==> src/design/ccb_consts.vh <==
// Constants for the cross-core mailbox bridge
`ifndef CCB_CONSTS_VH
`define CCB_CONSTS_VH
// ----------------------------------------------------------------------
// Primary register word offsets
// ----------------------------------------------------------------------
`define CCB_OFS_CON     5'h00
`define CCB_OFS_STAT    5'h01
`define CCB_OFS_KEY     5'h02
`define CCB_OFS_MBXS    5'h03
`define CCB_OFS_FCS     5'h04
`define CCB_OFS_RFDATA  5'h05
`define CCB_OFS_WFDATA  5'h06
// ----------------------------------------------------------------------
// Field positions
// ----------------------------------------------------------------------
`define CCB_CON_SEN     15
`define CCB_CON_P2S     9
`define CCB_CON_ACK     8
`define CCB_CON_SRIE    7
`define CCB_FCS_WFEN    15
`define CCB_FCS_WFOF    11
`define CCB_FCS_WFUF    10
`define CCB_FCS_RFEN    7
`define CCB_FCS_RFOF    3
`define CCB_FCS_RFUF    2
`define CCB_SEC_DATA0   0
// ----------------------------------------------------------------------
// Reset values and key sequence
// ----------------------------------------------------------------------
`define CCB_RST_WORD    16'h0000
`define CCB_KEY_FIRST   8'h55
`define CCB_KEY_SECOND  8'hAA
// ----------------------------------------------------------------------
// FIFO geometry and thresholds
// ----------------------------------------------------------------------
`define CCB_FIFO_DEPTH  32
`define CCB_FIFO_AW     5
`define CCB_FIFO_FULL   6'h20
`define CCB_THR_FIRST   6'h01
`define CCB_THR_HALF    6'h10
`define CCB_THR_3Q      6'h18
// ----------------------------------------------------------------------
// Secondary link operations
// ----------------------------------------------------------------------
`define CCB_SOP_MBW     3'h0
`define CCB_SOP_MBR     3'h1
`define CCB_SOP_RFW     3'h2
`define CCB_SOP_WFR     3'h3
`define CCB_SOP_IRQ     3'h4
`define CCB_SOP_STS     3'h5
`define CCB_SOP_ACK     3'h6
`define CCB_SOP_CLR     3'h7
`endif

==> src/design/ccb_sync.v <==
// Three-stage synchroniser for inputs from the secondary domain
`timescale 1ns/1ns
module ccb_sync #(
  parameter W = 1
) (
  // Clock, reset, enable
  input  wire         mclk,
  input  wire         srst,
  input  wire         ce,
  // Asynchronous input and late stages
  input  wire [W-1:0] din,
  output reg  [W-1:0] q2_r,
  output reg  [W-1:0] q3_r
);

  reg [W-1:0] q1_r;

  always @(posedge mclk) begin
    if (srst) begin
      q1_r <= {W{1'b0}};
      q2_r <= {W{1'b0}};
      q3_r <= {W{1'b0}};
    end else if (ce) begin
      q1_r <= din;
      q2_r <= q1_r;
      q3_r <= q2_r;
    end
  end

endmodule

==> src/design/ccb_mem.v <==
// FIFO storage with registered read data
`timescale 1ns/1ns
`include "ccb_consts.vh"
module ccb_mem (
  // Clock and enable
  input  wire                    mclk,
  input  wire                    ce,
  // Write side
  input  wire                    wr_en,
  input  wire [`CCB_FIFO_AW-1:0] wr_addr,
  input  wire [15:0]             wr_data,
  // Read side
  input  wire                    rd_en,
  input  wire [`CCB_FIFO_AW-1:0] rd_addr,
  output reg  [15:0]             rd_data_r
);

  reg [15:0] mem [0:`CCB_FIFO_DEPTH-1];

  always @(posedge mclk) begin
    if (ce) begin
      if (wr_en) begin
        mem[wr_addr] <= wr_data;
      end
      if (rd_en) begin
        rd_data_r <= mem[rd_addr];
      end
    end
  end

endmodule

==> src/design/ccb_bridge.v <==
// Cross-core mailbox bridge: primary registers and secondary link
`timescale 1ns/1ns
`include "ccb_consts.vh"
// Operation
// Both core domains joined, crossings made safe
// Separate register views for each core
// Sixteen one-way mailbox data registers
// Fuse sets direction; byte and word access
// Eight handshake blocks, each fuse enabled
// Writer starts transfer; reader just reads
// Fuse maps each handshake block to mailbox
// Ready flags raise interrupts or are polled
// Read and write FIFO, depth 16 to 32
// Circular FIFOs report empty and full
// Overflow and underflow interrupt both cores
// Each core reads both cores' mode status; here each core reads only the other core's mode status
// Secondary reset can interrupt the primary
// Primary reset interrupts the secondary
// Power-on reset resets both; decouple by fuse
// Fuse decides if resets clear secondary enable
// Secondary enable writable only after key
// Enable releases secondary; zero holds reset
// Threshold field picks read-FIFO fill interrupt
// Bit 9 requests interrupt to secondary
// Bit 8 acknowledges; spurious ack is error
// Bit 7 gates secondary-reset event interrupt
// Write-only key watched for value sequence
// Transmitter write sets ready; disabled reads zero
// Primary writes to inbound mailboxes ignored
// Reset flag follows secondary; edge fires event
// Crossing signals pass synchronisers or handshake
// Control bits clear to zero on reset
module ccb_bridge (
  // Clock, reset, enable
  input  wire        mclk,
  input  wire        srst,
  input  wire        ce,
  // Primary register port
  input  wire [4:0]  pri_addr,
  input  wire        pri_wr,
  input  wire        pri_rd,
  input  wire [1:0]  pri_be,
  input  wire [15:0] pri_wdata,
  output reg  [15:0] pri_rdata_r,
  output reg         pri_rvalid_r,
  // Primary status and run-time reset
  input  wire        pri_runtime_rst,
  input  wire [2:0]  pri_mode,
  // Configuration fuses
  input  wire [15:0] mailbox_direction_fuse,
  input  wire [7:0]  hs_en_fuse,
  input  wire [31:0] hs_map_fuse,
  input  wire        rst_decouple_fuse,
  input  wire        rst_clr_en_fuse,
  // Secondary link, asynchronous
  input  wire        sec_req_tgl,
  input  wire [2:0]  sec_op,
  input  wire [3:0]  sec_idx,
  input  wire [15:0] sec_wdata,
  input  wire        sec_in_reset,
  input  wire        sec_wdt_rst,
  input  wire [1:0]  sec_pwr,
  input  wire        sec_dbg,
  output reg         sec_ack_tgl_r,
  output reg  [15:0] sec_rdata_r,
  // Towards the secondary core
  output reg         sec_hold_reset_r,
  output reg         primary_to_secondary_irq_req,
  output reg         secondary_irq_acknowledge,
  output reg         pri_reset_evt_r,
  output reg         sec_mbx_irq_r,
  output reg         sec_wf_irq_r,
  output reg         sec_fifo_err_r,
  // Towards the primary core
  output reg         pri_mbx_irq_r,
  output reg         pri_fifo_irq_r,
  output reg         pri_fifo_err_r,
  output reg         pri_srst_irq_r,
  output reg         pri_s2p_irq_r,
  output reg         proto_err_r
);

  localparam KEY_IDLE  = 2'h0;
  localparam KEY_ONE   = 2'h1;
  localparam KEY_ARMED = 2'h2;

  // --------------------------------------------------------------------
  // State
  // --------------------------------------------------------------------
  reg  [15:0] mbx_r [0:15];
  reg  [7:0]  mailbox_data_ready, mailbox_data_ready_nxt, rx_pri, rx_sec;
  reg         secondary_enable, secondary_reset_irq_enable;
  reg  [1:0]  read_fifo_irq_threshold, key_st_r;
  reg         secondary_to_primary_irq_req, sack_r, sflag_prev_r;
  reg  [4:0]  sts_r;
  reg         req_seen_r, s_stage_r, rd_pend_r;
  reg  [2:0]  s_op_r;
  reg  [3:0]  s_idx_r, hs_m;
  reg  [4:0]  rd_addr_r;
  reg         wfen_r, rfen_r, wfof_r, wfuf_r, rfof_r, rfuf_r;
  reg  [4:0]  wf_wp_r, wf_rp_r, rf_wp_r, rf_rp_r;
  reg  [5:0]  wf_cnt_r, rf_cnt_r, thr;
  reg         hs_set, hs_clr, hs_old;
  reg  [15:0] rd_mux, s_mux;
  wire [15:0] wf_dout, rf_dout;
  wire        req_q2, req_q3;
  wire [4:0]  sts_q2, sts_q3;
  integer     i;

  // --------------------------------------------------------------------
  // Crossing from the secondary domain
  // --------------------------------------------------------------------
  ccb_sync #(.W(1)) u_req_sync (
    .mclk (mclk),
    .srst (srst),
    .ce   (ce),
    .din  (sec_req_tgl),
    .q2_r (req_q2),
    .q3_r (req_q3)
  );
  ccb_sync #(.W(5)) u_sts_sync (
    .mclk (mclk),
    .srst (srst),
    .ce   (ce),
    .din  ({sec_in_reset, sec_wdt_rst, sec_pwr, sec_dbg}),
    .q2_r (sts_q2),
    .q3_r (sts_q3)
  );

  // Request counts once stages two and three agree
  wire req_go = ce & (req_q2 == req_q3) & (req_q3 != req_seen_r);
  wire s_mbw  = req_go & (sec_op == `CCB_SOP_MBW);
  wire s_mbr  = req_go & (sec_op == `CCB_SOP_MBR);
  wire s_rfw  = req_go & (sec_op == `CCB_SOP_RFW);
  wire s_wfr  = req_go & (sec_op == `CCB_SOP_WFR);
  wire s_irq  = req_go & (sec_op == `CCB_SOP_IRQ);
  wire s_ack  = req_go & (sec_op == `CCB_SOP_ACK);
  wire s_clr  = req_go & (sec_op == `CCB_SOP_CLR);

  // --------------------------------------------------------------------
  // Primary decode
  // --------------------------------------------------------------------
  wire       pw     = ce & pri_wr;
  wire       pr     = ce & pri_rd;
  wire [3:0] pidx   = pri_addr[3:0];
  wire       con_wr = pw & (pri_addr == `CCB_OFS_CON);
  wire       key_wr = pw & (pri_addr == `CCB_OFS_KEY) & pri_be[0];
  wire       fcs_wr = pw & (pri_addr == `CCB_OFS_FCS);
  wire       mbs_wr = pw & (pri_addr == `CCB_OFS_MBXS) & pri_be[0];
  wire p_mbx_wr = pw & pri_addr[4] & ~mailbox_direction_fuse[pidx];
  wire p_mbx_rd = pr & pri_addr[4] & mailbox_direction_fuse[pidx];
  wire s_mbx_wr = s_mbw & mailbox_direction_fuse[sec_idx];
  wire s_mbx_rd = s_mbr & ~mailbox_direction_fuse[sec_idx];
  wire sflag    = sts_r[4] | sec_hold_reset_r;

  // --------------------------------------------------------------------
  // FIFO channels
  // --------------------------------------------------------------------
  wire       wf_full  = (wf_cnt_r == `CCB_FIFO_FULL);
  wire       wf_empty = (wf_cnt_r == 6'h00);
  wire       rf_full  = (rf_cnt_r == `CCB_FIFO_FULL);
  wire       rf_empty = (rf_cnt_r == 6'h00);
  wire p_wf_wr = pw & (pri_addr == `CCB_OFS_WFDATA) & wfen_r;
  wire p_rf_rd = pr & (pri_addr == `CCB_OFS_RFDATA) & rfen_r;
  wire wf_push = p_wf_wr & ~wf_full;
  wire wf_of   = p_wf_wr & wf_full;
  wire wf_pop  = s_wfr & wfen_r & ~wf_empty;
  wire wf_uf   = s_wfr & wfen_r & wf_empty;
  wire rf_push = s_rfw & rfen_r & ~rf_full;
  wire rf_of   = s_rfw & rfen_r & rf_full;
  wire rf_pop  = p_rf_rd & ~rf_empty;
  wire rf_uf   = p_rf_rd & rf_empty;
  wire [5:0] rf_cnt_nxt = rf_cnt_r + {5'h00, rf_push} - {5'h00, rf_pop};
  wire [5:0] wf_cnt_nxt = wf_cnt_r + {5'h00, wf_push} - {5'h00, wf_pop};

  ccb_mem u_wf_mem (
    .mclk      (mclk),
    .ce        (ce),
    .wr_en     (wf_push),
    .wr_addr   (wf_wp_r),
    .wr_data   (pri_wdata),
    .rd_en     (wf_pop),
    .rd_addr   (wf_rp_r),
    .rd_data_r (wf_dout)
  );
  ccb_mem u_rf_mem (
    .mclk      (mclk),
    .ce        (ce),
    .wr_en     (rf_push),
    .wr_addr   (rf_wp_r),
    .wr_data   (sec_wdata),
    .rd_en     (rf_pop),
    .rd_addr   (rf_rp_r),
    .rd_data_r (rf_dout)
  );

  // --------------------------------------------------------------------
  // Handshake blocks and threshold
  // --------------------------------------------------------------------
  always @* begin
    hs_m   = 4'h0;
    hs_set = 1'b0;
    hs_clr = 1'b0;
    hs_old = 1'b0;
    for (i = 0; i < 8; i = i + 1) begin
      hs_m   = hs_map_fuse[4*i +: 4];
      hs_set = (p_mbx_wr & (pidx == hs_m)) | (s_mbx_wr & (sec_idx == hs_m));
      hs_clr = (p_mbx_rd & (pidx == hs_m)) | (s_mbx_rd & (sec_idx == hs_m));
      hs_old = mbs_wr ? pri_wdata[i] : mailbox_data_ready[i];
      mailbox_data_ready_nxt[i] = hs_en_fuse[i] & (hs_set | (hs_old & ~hs_clr));
      rx_pri[i] = mailbox_data_ready[i] & mailbox_direction_fuse[hs_m];
      rx_sec[i] = mailbox_data_ready[i] & ~mailbox_direction_fuse[hs_m];
    end
    case (read_fifo_irq_threshold)
      2'h0:    thr = `CCB_THR_FIRST;
      2'h1:    thr = `CCB_THR_HALF;
      2'h2:    thr = `CCB_THR_3Q;
      default: thr = `CCB_FIFO_FULL;
    endcase
  end

  // --------------------------------------------------------------------
  // Read multiplexers
  // --------------------------------------------------------------------
  always @* begin
    case (rd_addr_r)
      `CCB_OFS_CON:    rd_mux = {secondary_enable, 3'h0,
                                 read_fifo_irq_threshold,
                                 primary_to_secondary_irq_req,
                                 secondary_irq_acknowledge,
                                 secondary_reset_irq_enable, 7'h00};
      `CCB_OFS_STAT:   rd_mux = {sflag, sts_r[3:1], 2'h0,
                                 secondary_to_primary_irq_req, sack_r,
                                 sts_r[0], 7'h00};
      `CCB_OFS_MBXS:   rd_mux = {8'h00, mailbox_data_ready};
      `CCB_OFS_FCS:    rd_mux = {wfen_r, 3'h0, wfof_r, wfuf_r, wf_full,
                                 wf_empty, rfen_r, 3'h0, rfof_r, rfuf_r,
                                 rf_full, rf_empty};
      `CCB_OFS_RFDATA: rd_mux = rf_dout;
      default:         rd_mux = rd_addr_r[4] ? mbx_r[rd_addr_r[3:0]]
                                             : `CCB_RST_WORD;
    endcase
    case (s_op_r)
      `CCB_SOP_MBR: s_mux = mbx_r[s_idx_r];
      `CCB_SOP_WFR: s_mux = wf_dout;
      `CCB_SOP_STS: s_mux = {pri_mode, primary_to_secondary_irq_req,
                             secondary_irq_acknowledge, 3'h0,
                             mailbox_data_ready};
      default:      s_mux = `CCB_RST_WORD;
    endcase
  end

  // --------------------------------------------------------------------
  // Mailbox storage
  // --------------------------------------------------------------------
  always @(posedge mclk) begin
    if (srst) begin
      for (i = 0; i < 16; i = i + 1) begin
        mbx_r[i] <= `CCB_RST_WORD;
      end
    end else begin
      if (p_mbx_wr & pri_be[1]) begin
        mbx_r[pidx][15:8] <= pri_wdata[15:8];
      end
      if (p_mbx_wr & pri_be[0]) begin
        mbx_r[pidx][7:0] <= pri_wdata[7:0];
      end
      if (s_mbx_wr) begin
        mbx_r[sec_idx] <= sec_wdata;
      end
    end
  end

  // --------------------------------------------------------------------
  // Control, FIFO pointers, flags and answers
  // --------------------------------------------------------------------
  always @(posedge mclk) begin
    if (srst) begin
      secondary_enable             <= 1'b0;
      read_fifo_irq_threshold      <= 2'h0;
      primary_to_secondary_irq_req <= 1'b0;
      secondary_irq_acknowledge    <= 1'b0;
      secondary_reset_irq_enable   <= 1'b0;
      key_st_r                     <= KEY_IDLE;
      mailbox_data_ready           <= 8'h00;
      secondary_to_primary_irq_req <= 1'b0;
      sack_r                       <= 1'b0;
      sflag_prev_r                 <= 1'b1;
      sts_r                        <= 5'h00;
      req_seen_r                   <= 1'b0;
      s_stage_r                    <= 1'b0;
      s_op_r                       <= 3'h0;
      s_idx_r                      <= 4'h0;
      rd_pend_r                    <= 1'b0;
      rd_addr_r                    <= 5'h00;
      {wfen_r, rfen_r, wfof_r, wfuf_r, rfof_r, rfuf_r} <= 6'h00;
      {wf_wp_r, wf_rp_r, rf_wp_r, rf_rp_r} <= 20'h00000;
      {wf_cnt_r, rf_cnt_r}         <= 12'h000;
      pri_rdata_r                  <= `CCB_RST_WORD;
      pri_rvalid_r                 <= 1'b0;
      sec_ack_tgl_r                <= 1'b0;
      sec_rdata_r                  <= `CCB_RST_WORD;
      sec_hold_reset_r             <= 1'b1;
      pri_reset_evt_r              <= 1'b0;
      {sec_mbx_irq_r, sec_wf_irq_r, sec_fifo_err_r} <= 3'h0;
      {pri_mbx_irq_r, pri_fifo_irq_r, pri_fifo_err_r} <= 3'h0;
      {pri_srst_irq_r, pri_s2p_irq_r, proto_err_r} <= 3'h0;
    end else if (ce) begin
      // Key sequencer and control register
      if (con_wr & pri_be[1]) begin
        key_st_r <= KEY_IDLE;
        if (key_st_r == KEY_ARMED) begin
          secondary_enable <= pri_wdata[`CCB_CON_SEN];
        end
        read_fifo_irq_threshold      <= pri_wdata[11:10];
        primary_to_secondary_irq_req <= pri_wdata[`CCB_CON_P2S];
        secondary_irq_acknowledge    <= pri_wdata[`CCB_CON_ACK];
      end else if (key_wr) begin
        case (key_st_r)
          KEY_IDLE: key_st_r <= (pri_wdata[7:0] == `CCB_KEY_FIRST) ?
                                KEY_ONE : KEY_IDLE;
          KEY_ONE:  key_st_r <= (pri_wdata[7:0] == `CCB_KEY_SECOND) ?
                                KEY_ARMED : KEY_IDLE;
          default:  key_st_r <= KEY_IDLE;
        endcase
      end
      if (con_wr & pri_be[0]) begin
        secondary_reset_irq_enable <= pri_wdata[`CCB_CON_SRIE];
      end
      if (pri_runtime_rst & rst_clr_en_fuse) begin
        secondary_enable <= 1'b0;
        key_st_r         <= KEY_IDLE;
      end
      sec_hold_reset_r <= ~secondary_enable |
                          (pri_runtime_rst & ~rst_decouple_fuse);
      // Handshake flags and cross-core requests
      mailbox_data_ready <= mailbox_data_ready_nxt;
      if (s_irq) begin
        secondary_to_primary_irq_req <= sec_wdata[`CCB_SEC_DATA0];
      end
      sack_r <= primary_to_secondary_irq_req & (sack_r | s_ack);
      proto_err_r <= (s_ack & ~primary_to_secondary_irq_req) |
                     (con_wr & pri_be[1] & pri_wdata[`CCB_CON_ACK] &
                      ~secondary_to_primary_irq_req);
      pri_reset_evt_r <= (pri_runtime_rst & ~sflag) |
                         (pri_reset_evt_r & ~s_clr);
      // Secondary status and reset event
      if (sts_q2 == sts_q3) begin
        sts_r <= sts_q3;
      end
      sflag_prev_r   <= sflag;
      pri_srst_irq_r <= secondary_reset_irq_enable & sflag &
                        ~sflag_prev_r;
      // Write FIFO, primary to secondary
      if (!wfen_r) begin
        {wf_wp_r, wf_rp_r, wf_cnt_r} <= 16'h0000;
      end else begin
        wf_wp_r  <= wf_wp_r + {4'h0, wf_push};
        wf_rp_r  <= wf_rp_r + {4'h0, wf_pop};
        wf_cnt_r <= wf_cnt_nxt;
      end
      // Read FIFO, secondary to primary
      if (!rfen_r) begin
        {rf_wp_r, rf_rp_r, rf_cnt_r} <= 16'h0000;
      end else begin
        rf_wp_r  <= rf_wp_r + {4'h0, rf_push};
        rf_rp_r  <= rf_rp_r + {4'h0, rf_pop};
        rf_cnt_r <= rf_cnt_nxt;
      end
      pri_fifo_irq_r <= rf_push & (rf_cnt_nxt == thr);
      if (fcs_wr & pri_be[1]) begin
        wfen_r <= pri_wdata[`CCB_FCS_WFEN];
      end
      if (fcs_wr & pri_be[0]) begin
        rfen_r <= pri_wdata[`CCB_FCS_RFEN];
      end
      wfof_r <= wf_of | (wfof_r &
                ~(fcs_wr & pri_be[1] & ~pri_wdata[`CCB_FCS_WFOF]));
      wfuf_r <= wf_uf | (wfuf_r &
                ~(fcs_wr & pri_be[1] & ~pri_wdata[`CCB_FCS_WFUF]));
      rfof_r <= rf_of | (rfof_r &
                ~(fcs_wr & pri_be[0] & ~pri_wdata[`CCB_FCS_RFOF]));
      rfuf_r <= rf_uf | (rfuf_r &
                ~(fcs_wr & pri_be[0] & ~pri_wdata[`CCB_FCS_RFUF]));
      pri_fifo_err_r <= wfof_r | wfuf_r | rfof_r | rfuf_r;
      sec_fifo_err_r <= wfof_r | wfuf_r | rfof_r | rfuf_r;
      sec_wf_irq_r   <= ~wf_empty;
      // Interrupt levels
      pri_mbx_irq_r <= |rx_pri;
      sec_mbx_irq_r <= |rx_sec;
      pri_s2p_irq_r <= secondary_to_primary_irq_req;
      // Primary read answer, two cycles after the request
      rd_pend_r    <= pr;
      rd_addr_r    <= pri_addr;
      pri_rvalid_r <= rd_pend_r;
      if (rd_pend_r) begin
        pri_rdata_r <= rd_mux;
      end
      // Secondary answer by toggle handshake
      if (req_go) begin
        req_seen_r <= req_q3;
      end
      s_stage_r <= req_go;
      s_op_r    <= sec_op;
      s_idx_r   <= sec_idx;
      if (s_stage_r) begin
        sec_rdata_r   <= s_mux;
        sec_ack_tgl_r <= ~sec_ack_tgl_r;
      end
    end
  end

endmodule

==> config.mk <==
export PLATFORM = sky130hd
export DESIGN_NAME = ccb_bridge
export DESIGN_NICKNAME = d
export VERILOG_FILES = /design/src/design/ccb_sync.v /design/src/design/ccb_mem.v /design/src/design/ccb_bridge.v
export VERILOG_INCLUDE_DIRS = /design/src /design/src/design
export SDC_FILE = /design/constraint.sdc
export NUM_CORES = 2
export LEC_CHECK = 0
export CORE_ASPECT_RATIO = 0.8
export CORE_MARGIN = 2
export CORE_UTILIZATION = 41
export DETAILED_ROUTE_END_ITERATION = 8
export DONT_BUFFER_PORTS = 1
export GPL_TIMING_DRIVEN = 0
export MAX_ROUTING_LAYER = met4
export SYNTH_ARGS = -nofsm -noshare
export SYNTH_HDL_FRONTEND = slang
export SYNTH_SLANG_ARGS = --single-unit
==> constraint.sdc <==
create_clock -name mclk -period 3.8 [get_ports mclk]
set_clock_uncertainty 0.05 [all_clocks]
set_input_delay 0.19 -clock mclk [delete_from_list [all_inputs] [get_ports mclk]]
set_output_delay 0.19 -clock mclk [all_outputs]
set_load 0.01 [all_outputs]
# --- Yosys cells after proc, flatten, opt, wreduce, memory -nomap -nowiden ---
# Memory sizes are Yosys's and may differ from the RTL's. A register that Yosys moved wholly into a read port is not among the register bits.
# Index checks and enable logic that the tools add are counted.
totals:
  regBits: 139
  ram_bits: 1280
  memories: 3
memory_table:
  columns: ["name", "words", "word_bits", "read_ports", "rd_clocked_by_memory_dff", "write_ports", "line_no", "text"]
  rows:
  - ["u_rf_mem.mem", 32, 16, 1, 1, 1, "ccb_mem.v:18", "reg [15:0] mem [0:`CCB_FIFO_DEPTH-1];"]
  - ["u_wf_mem.mem", 32, 16, 1, 1, 1, "ccb_mem.v:18", null]
  - ["mbx_r", 16, 16, 2, 2, 16, "ccb_bridge.v:90", "reg [15:0] mbx_r [0:15];"]
classes:
  add_sub_neg: 8
  magnitude_cmp: 10
  n_eq_ne: 46
  mux: 74
  bitwise: 200
  reduce_logical: 27
ops:
  columns: ["operator", "count"]
  rows:
  - ["1-bit bitwise AND", 126]
  - ["16-bit case mux with 5 select lines", 1]
  - ["4-bit == test", 16]
  - ["4-bit by 5-bit less-than comparator with 1-bit output, second input constant", 10]
  - ["16-bit two-way mux", 3]
  - ["16-bit case mux with 3 select lines", 1]
  - ["1-bit binary-select mux with 4-bit select", 10]
  - ["1-bit two-way mux", 40]
  - ["1-bit inverter", 38]
  - ["1-bit OR", 36]
  - ["16-bit OR reduction", 2]
  - ["5-bit by 3-bit == test with 1-bit output, second input constant", 5]
  - ["4-bit two-way mux", 6]
  - ["2-bit AND reduction", 12]
  - ["5-bit by 1-bit adder with 5-bit output", 4]
  - ["5-bit two-way mux", 4]
  - ["6-bit case mux with 3 select lines", 1]
  - ["8-bit OR reduction", 2]
  - ["5-bit by 2-bit == test with 1-bit output, second input constant", 3]
  - ["6-bit by 1-bit adder with 6-bit output", 2]
  - ["3-bit == test, second input constant", 4]
  - ["6-bit == test, second input constant", 2]
  - ["6-bit zero test", 2]
  - ["6-bit two-way mux", 2]
  - ["20 further kinds", 33]

# --- Longest topological paths before layout ---
logic_depth:
  ltp_word: 11
  mapped_depth: 17
  depth_no_buf: 16

# --- Modules after synthesis ---
# Synthesis repeated with hierarchy kept, for this count alone.
hier_totals:
  hier_cells: 4417
  area_unflattened_um2: 66098.4
modules_own_cells:
  columns: ["module", "instances", "cells_per_inst", "area_each_um2", "seq_area_each_um2"]
  rows:
  - ["ccb_mem", 2, 1146, 20704.9, 15855.2]
  - ["ccb_bridge", 1, 2068, 24045.6, 10269.8]
  - ["ccb_sync at u_sts_sync", 1, 48, 541.8, 300.3]
  - ["ccb_sync at u_req_sync", 1, 9, 101.3, 60.1]

# --- Worst setup path before layout ---
# No wires, ideal clock.
synth_timing:
  path_type: "reg-to-reg"
  start: "reg req_seen_r"
  end: "reg pri_fifo_irq_r"
  setup_time_ps: 117
  arrival_time_ps: 3272
  setup_slack_ps: 361
  stages_incl_launch_ff: 17
  n_path_buf: 1
  cell_sequence: "dfxtp_1 > or3b_4 > and2_1 > nor4_1 > nor2b_1 > buf_4 > inv_1 > ha_1 > inv_1 > ha_1 > fa_1 > a21oi_1 > o21bai_1 > xor2_1 > xnor2_1 > and4_1 > a32o_1"
synth_via:
  elab_chain_len: 9
synth_lines:
  columns: ["item", "line_no", "text"]
  rows:
  - ["start, declared", "ccb_bridge.v:96", "reg req_seen_r, s_stage_r, rd_pend_r;"]
  - ["start signal, assigned", "ccb_bridge.v:401", "req_seen_r <= req_q3;"]
  - ["1-bit != test *", "ccb_bridge.v:131", "wire req_go = ce & (req_q2 == req_q3) & (req_q3 != req_seen_r);"]
  - ["1-bit bitwise AND *", "ccb_bridge.v:131", null]
  - ["1-bit bitwise AND *", "ccb_bridge.v:134", "wire s_rfw = req_go & (sec_op == `CCB_SOP_RFW);"]
  - ["1-bit bitwise AND * (2 in series)", "ccb_bridge.v:169", "wire rf_push = s_rfw & rfen_r & ~rf_full;"]
  - ["6-bit by 1-bit adder with 6-bit output", "ccb_bridge.v:173", "wire [5:0] rf_cnt_nxt = rf_cnt_r + {5'h00, rf_push} - {5'h00, rf_pop};"]
  - ["6-bit by 1-bit subtractor with 6-bit output", "ccb_bridge.v:173", null]
  - ["6-bit == test", "ccb_bridge.v:370", "pri_fifo_irq_r <= rf_push & (rf_cnt_nxt == thr);"]
  - ["1-bit bitwise AND *", "ccb_bridge.v:370", null]
  - ["end signal, assigned", "ccb_bridge.v:370", null]
  - ["end, declared", "ccb_bridge.v:76", "output reg pri_fifo_irq_r,"]
# Every way passes the cells marked *; elsewhere a longest branch is shown, timed or not.
# A chain may end at the register's enable or synchronous reset.

==> out/results.txt <==
Final hold viol count - 0
Peak supply drop - 0.3759 mV
Initial drt markers - 5,619
Total negative slack - 0 ps
Post-synth top area share - 61.19%
Initial cell density of the core - 41.15%
Mapped Cells - 3,532
Arrival @ worst endpoint - 4120 ps
Slew at the pin closest to its max-slew limit - 1287 ps
Sequential share of the synthesized area - 65.76%
Vias - 38,000
Outcome - completed
Setup crit end kind - flop
CP max stage cell - nor3_2
Post-DR vias/cell - 6.231
Max clock buf depth - 3
Final ANT Viol Nets - 0
Vias in the first global route - 36,190
First-pass GRT wire length - 282,700 um
Clk_lat worst skew - 810 ps
Synth warn - 0
Fmax - 266.1 MHz
I/O pins - 166
Fillcell total - 13,200
Clock Tree Root - clkbuf_16
Biggest cell delay along the critical path - 690 ps
Syn_nets - 3,682
Top cells by area, synth - edfxtp_1 61%, mux4_2 18%, dfxtp_1 4.6%
Largest net degree at the start of global routing - 35
GR Overflow Total - 0
Worst setup SP type - flop
Crit path kind - flop to flop
Core Area - 156,500 um2
Avg WL per Cell - 33.42 um
Ys async rst share - 0%
Placer Congestion - 0.9339
H-tree Lvls - 4
Cell Area, Synth - 64,390 um2
CTS Sinks - 1,459
Rows - 130
DIE AREA - 160,300 um2
Ratio of cells with drive above 1 in the final layout - 25.90%
Drt total wl - 203,800 um
Die X - 447.1 um
Seq cells post-synth - 1,459
Ys flop type - edfxtp_1
Post-synth top area cell - edfxtp_1
CTS tree - built
Period Utilization, post-route - 98.89%
CTS Buf Count - 147
R2r setup slk - 40 ps
# port buffers - 0
Max Slew Vio Count - 0
Die Height - 358.5 um
Synth-to-layout area growth - 15.45%
Final design utilization - 47.51%
Yosys cell types - 80
Remaining DRCs - 0
# setup viols final - 0
Post-synth EDFFs - 1,312
CP Cell Sequence - or3b_4 > a2111oi_4 > nand3_2 > nor3_2 > buf_2 > nor2_1 > o21ai_0
Worst-path clk slew - 70 ps
Drt first pass iters - 7
Syn_area_per_cell - 18.23 um2
Slew Limit Headroom - 13.30%
Total of max-cap violations - 0
P_leak - 23.15 nW
Worst hold-check path type - primary input to flop
CP max FO - 10
Initial antenna violation count - 25
Minimum clock period - 3758 ps
Total GRT Usage - 26.01%
Worst endpoint required time - 4160 ps
Post-DP HPWL - 143,400 um
Power density cells - 460.5 nW/um2
Nets - 3,990
## worst max-delay path, delay by kind of cell, from the launching register on
kind,cells,cell delay [ps]
AO/OA/AOI/OAI,2,1090
buffers and inverters,1,360
flip-flops,1,370
AND/OR/NAND/NOR,4,1450
## synth_stat cells, types with 49 or more instances
cell type and number:
clkbuf_1 176, dfxtp_1 147, mux2i_1 99, a22o_1 162
nand2_1 65, mux4_2 511, o21ai_0 55, xor2_1 83
a32o_1 97, edfxtp_1 1312, buf_2 49, buf_1 74
nor2_1 184
## power by group
part / switching (mW) / total [mW] / internal, mW
registers: 0.0834 / 17.6 / 17.5
clock network: 6.59 / 14.8 / 8.25
logic: 1.19 / 1.77 / 0.587
total: 7.86 / 34.2 / 26.4
## flip-flops by register name, summed over array words and instances (netlist names), 6 cells and up, named ones only
signal	flops
mailbox_data_ready	8
mbx_r	256
pri_rdata_r	16
rf_cnt_r	6
sec_rdata_r	16
u_rf_mem.mem	512
u_rf_mem.rd_data_r	16
u_wf_mem.mem	512
u_wf_mem.rd_data_r	16
wf_cnt_r	6
## area by class of cell
type	instances	area, um2	area share (%)
Multi-Input combinational cell	1729	20860	28.06
Clock buffer	182	3935	5.293
Inverter	32	120.1	0.1616
Tap cell	2112	2643	3.555
Buffer	311	1318	1.772
Antenna cell	25	62.56	0.08415
Sequential cell	1459	42340	56.96
Timing Repair Buffer	160	2074	2.791
Clock inverter	89	989.7	1.331
## worst paths after layout
check	start	to	cells past startpoint
hold / removal	sec_op[0]	mbx_r[12][1]$_DFFE_PP_	4
setup / recovery	req_seen_r$_SDFFE_PP0P_	mbx_r[15][0]$_DFFE_PP_	7
setup reg to reg	req_seen_r$_SDFFE_PP0P_	mbx_r[15][0]$_DFFE_PP_	7
hold reg to reg	key_st_r[1]$_SDFFE_PP0P_	key_st_r[1]$_SDFFE_PP0P_	2
## cell usage in the layout (no fill, tap or decap), types with 71 or more instances in the layout
cell type / netlist / routed
mux4_2: 511 / 511
nor2_1: 184 / 121
a22o_1: 162 / 162
clkbuf_16: 0 / 150
dlygate4sd3_1: 0 / 89
xor2_1: 83 / 83
mux2i_1: 99 / 99
a32o_1: 97 / 97
edfxtp_1: 1312 / 1312
dfxtp_1: 147 / 146
buf_1: 74 / 71
clkbuf_1: 176 / 199
## cell families after synthesis
group                      Yosys count  synth area share [%]
AOI/OAI and AO/OA                  483                 6.043
xor gates and xnor gates            91                 1.259
adders and majority gates           31                0.6257
buffers and inverters              344                 2.206
DFF                               1459                 65.76
muxes                              649                 20.09
and+or+nand+nor                    475                 4.015
## per-layer routing
| layer | wire length [um] | global-route usage, % | up-vias | part of all wire, % |
|---|---|---|---|---|
| met5 | 0 | - | - | 0 |
| met4 | 7764 | 8.541 | 0 | 3.8 |
| met3 | 20090 | 4.774 | 398 | 9.9 |
| met2 | 90390 | 37.61 | 2149 | 44 |
| met1 | 85580 | 37.29 | 20030 | 42 |
| li1 | - | - | 15430 | - |
## timing repair
item / 4_1_cts / 5_1_grt
gates cloned: 0 / 0
endpoints found under the setup margin: 9 / 35
pin swaps: 0 / 1
hold endpoints to repair: 1163 / 2
hold buffers: 120 / 1
resized for setup: 6 / 16
setup buffers: 0 / 1
## per-stage QoR
| stage | setup slack, ps | hold slack, ps | instances | area (um2) | power (mW) |
|---|---|---|---|---|---|
| global placement | -456.1 | 241.5 | 5644 | 67030 | 19.30 |
| CTS | -4.258 | 5.936 | 6072 | 74200 | 34.33 |
| finish | 42.24 | 33.41 | 6099 | 74340 | 34.24 |
| floorplan | 360.8 | 238.9 | 3532 | 64390 | 18.78 |
| global route | -18.65 | 22.26 | 6083 | 74300 | 35.05 |
| detailed placement | -459.9 | 241.0 | 5681 | 67730 | 19.32 |
No activity file was read; power rests on OpenSTA's default activity.
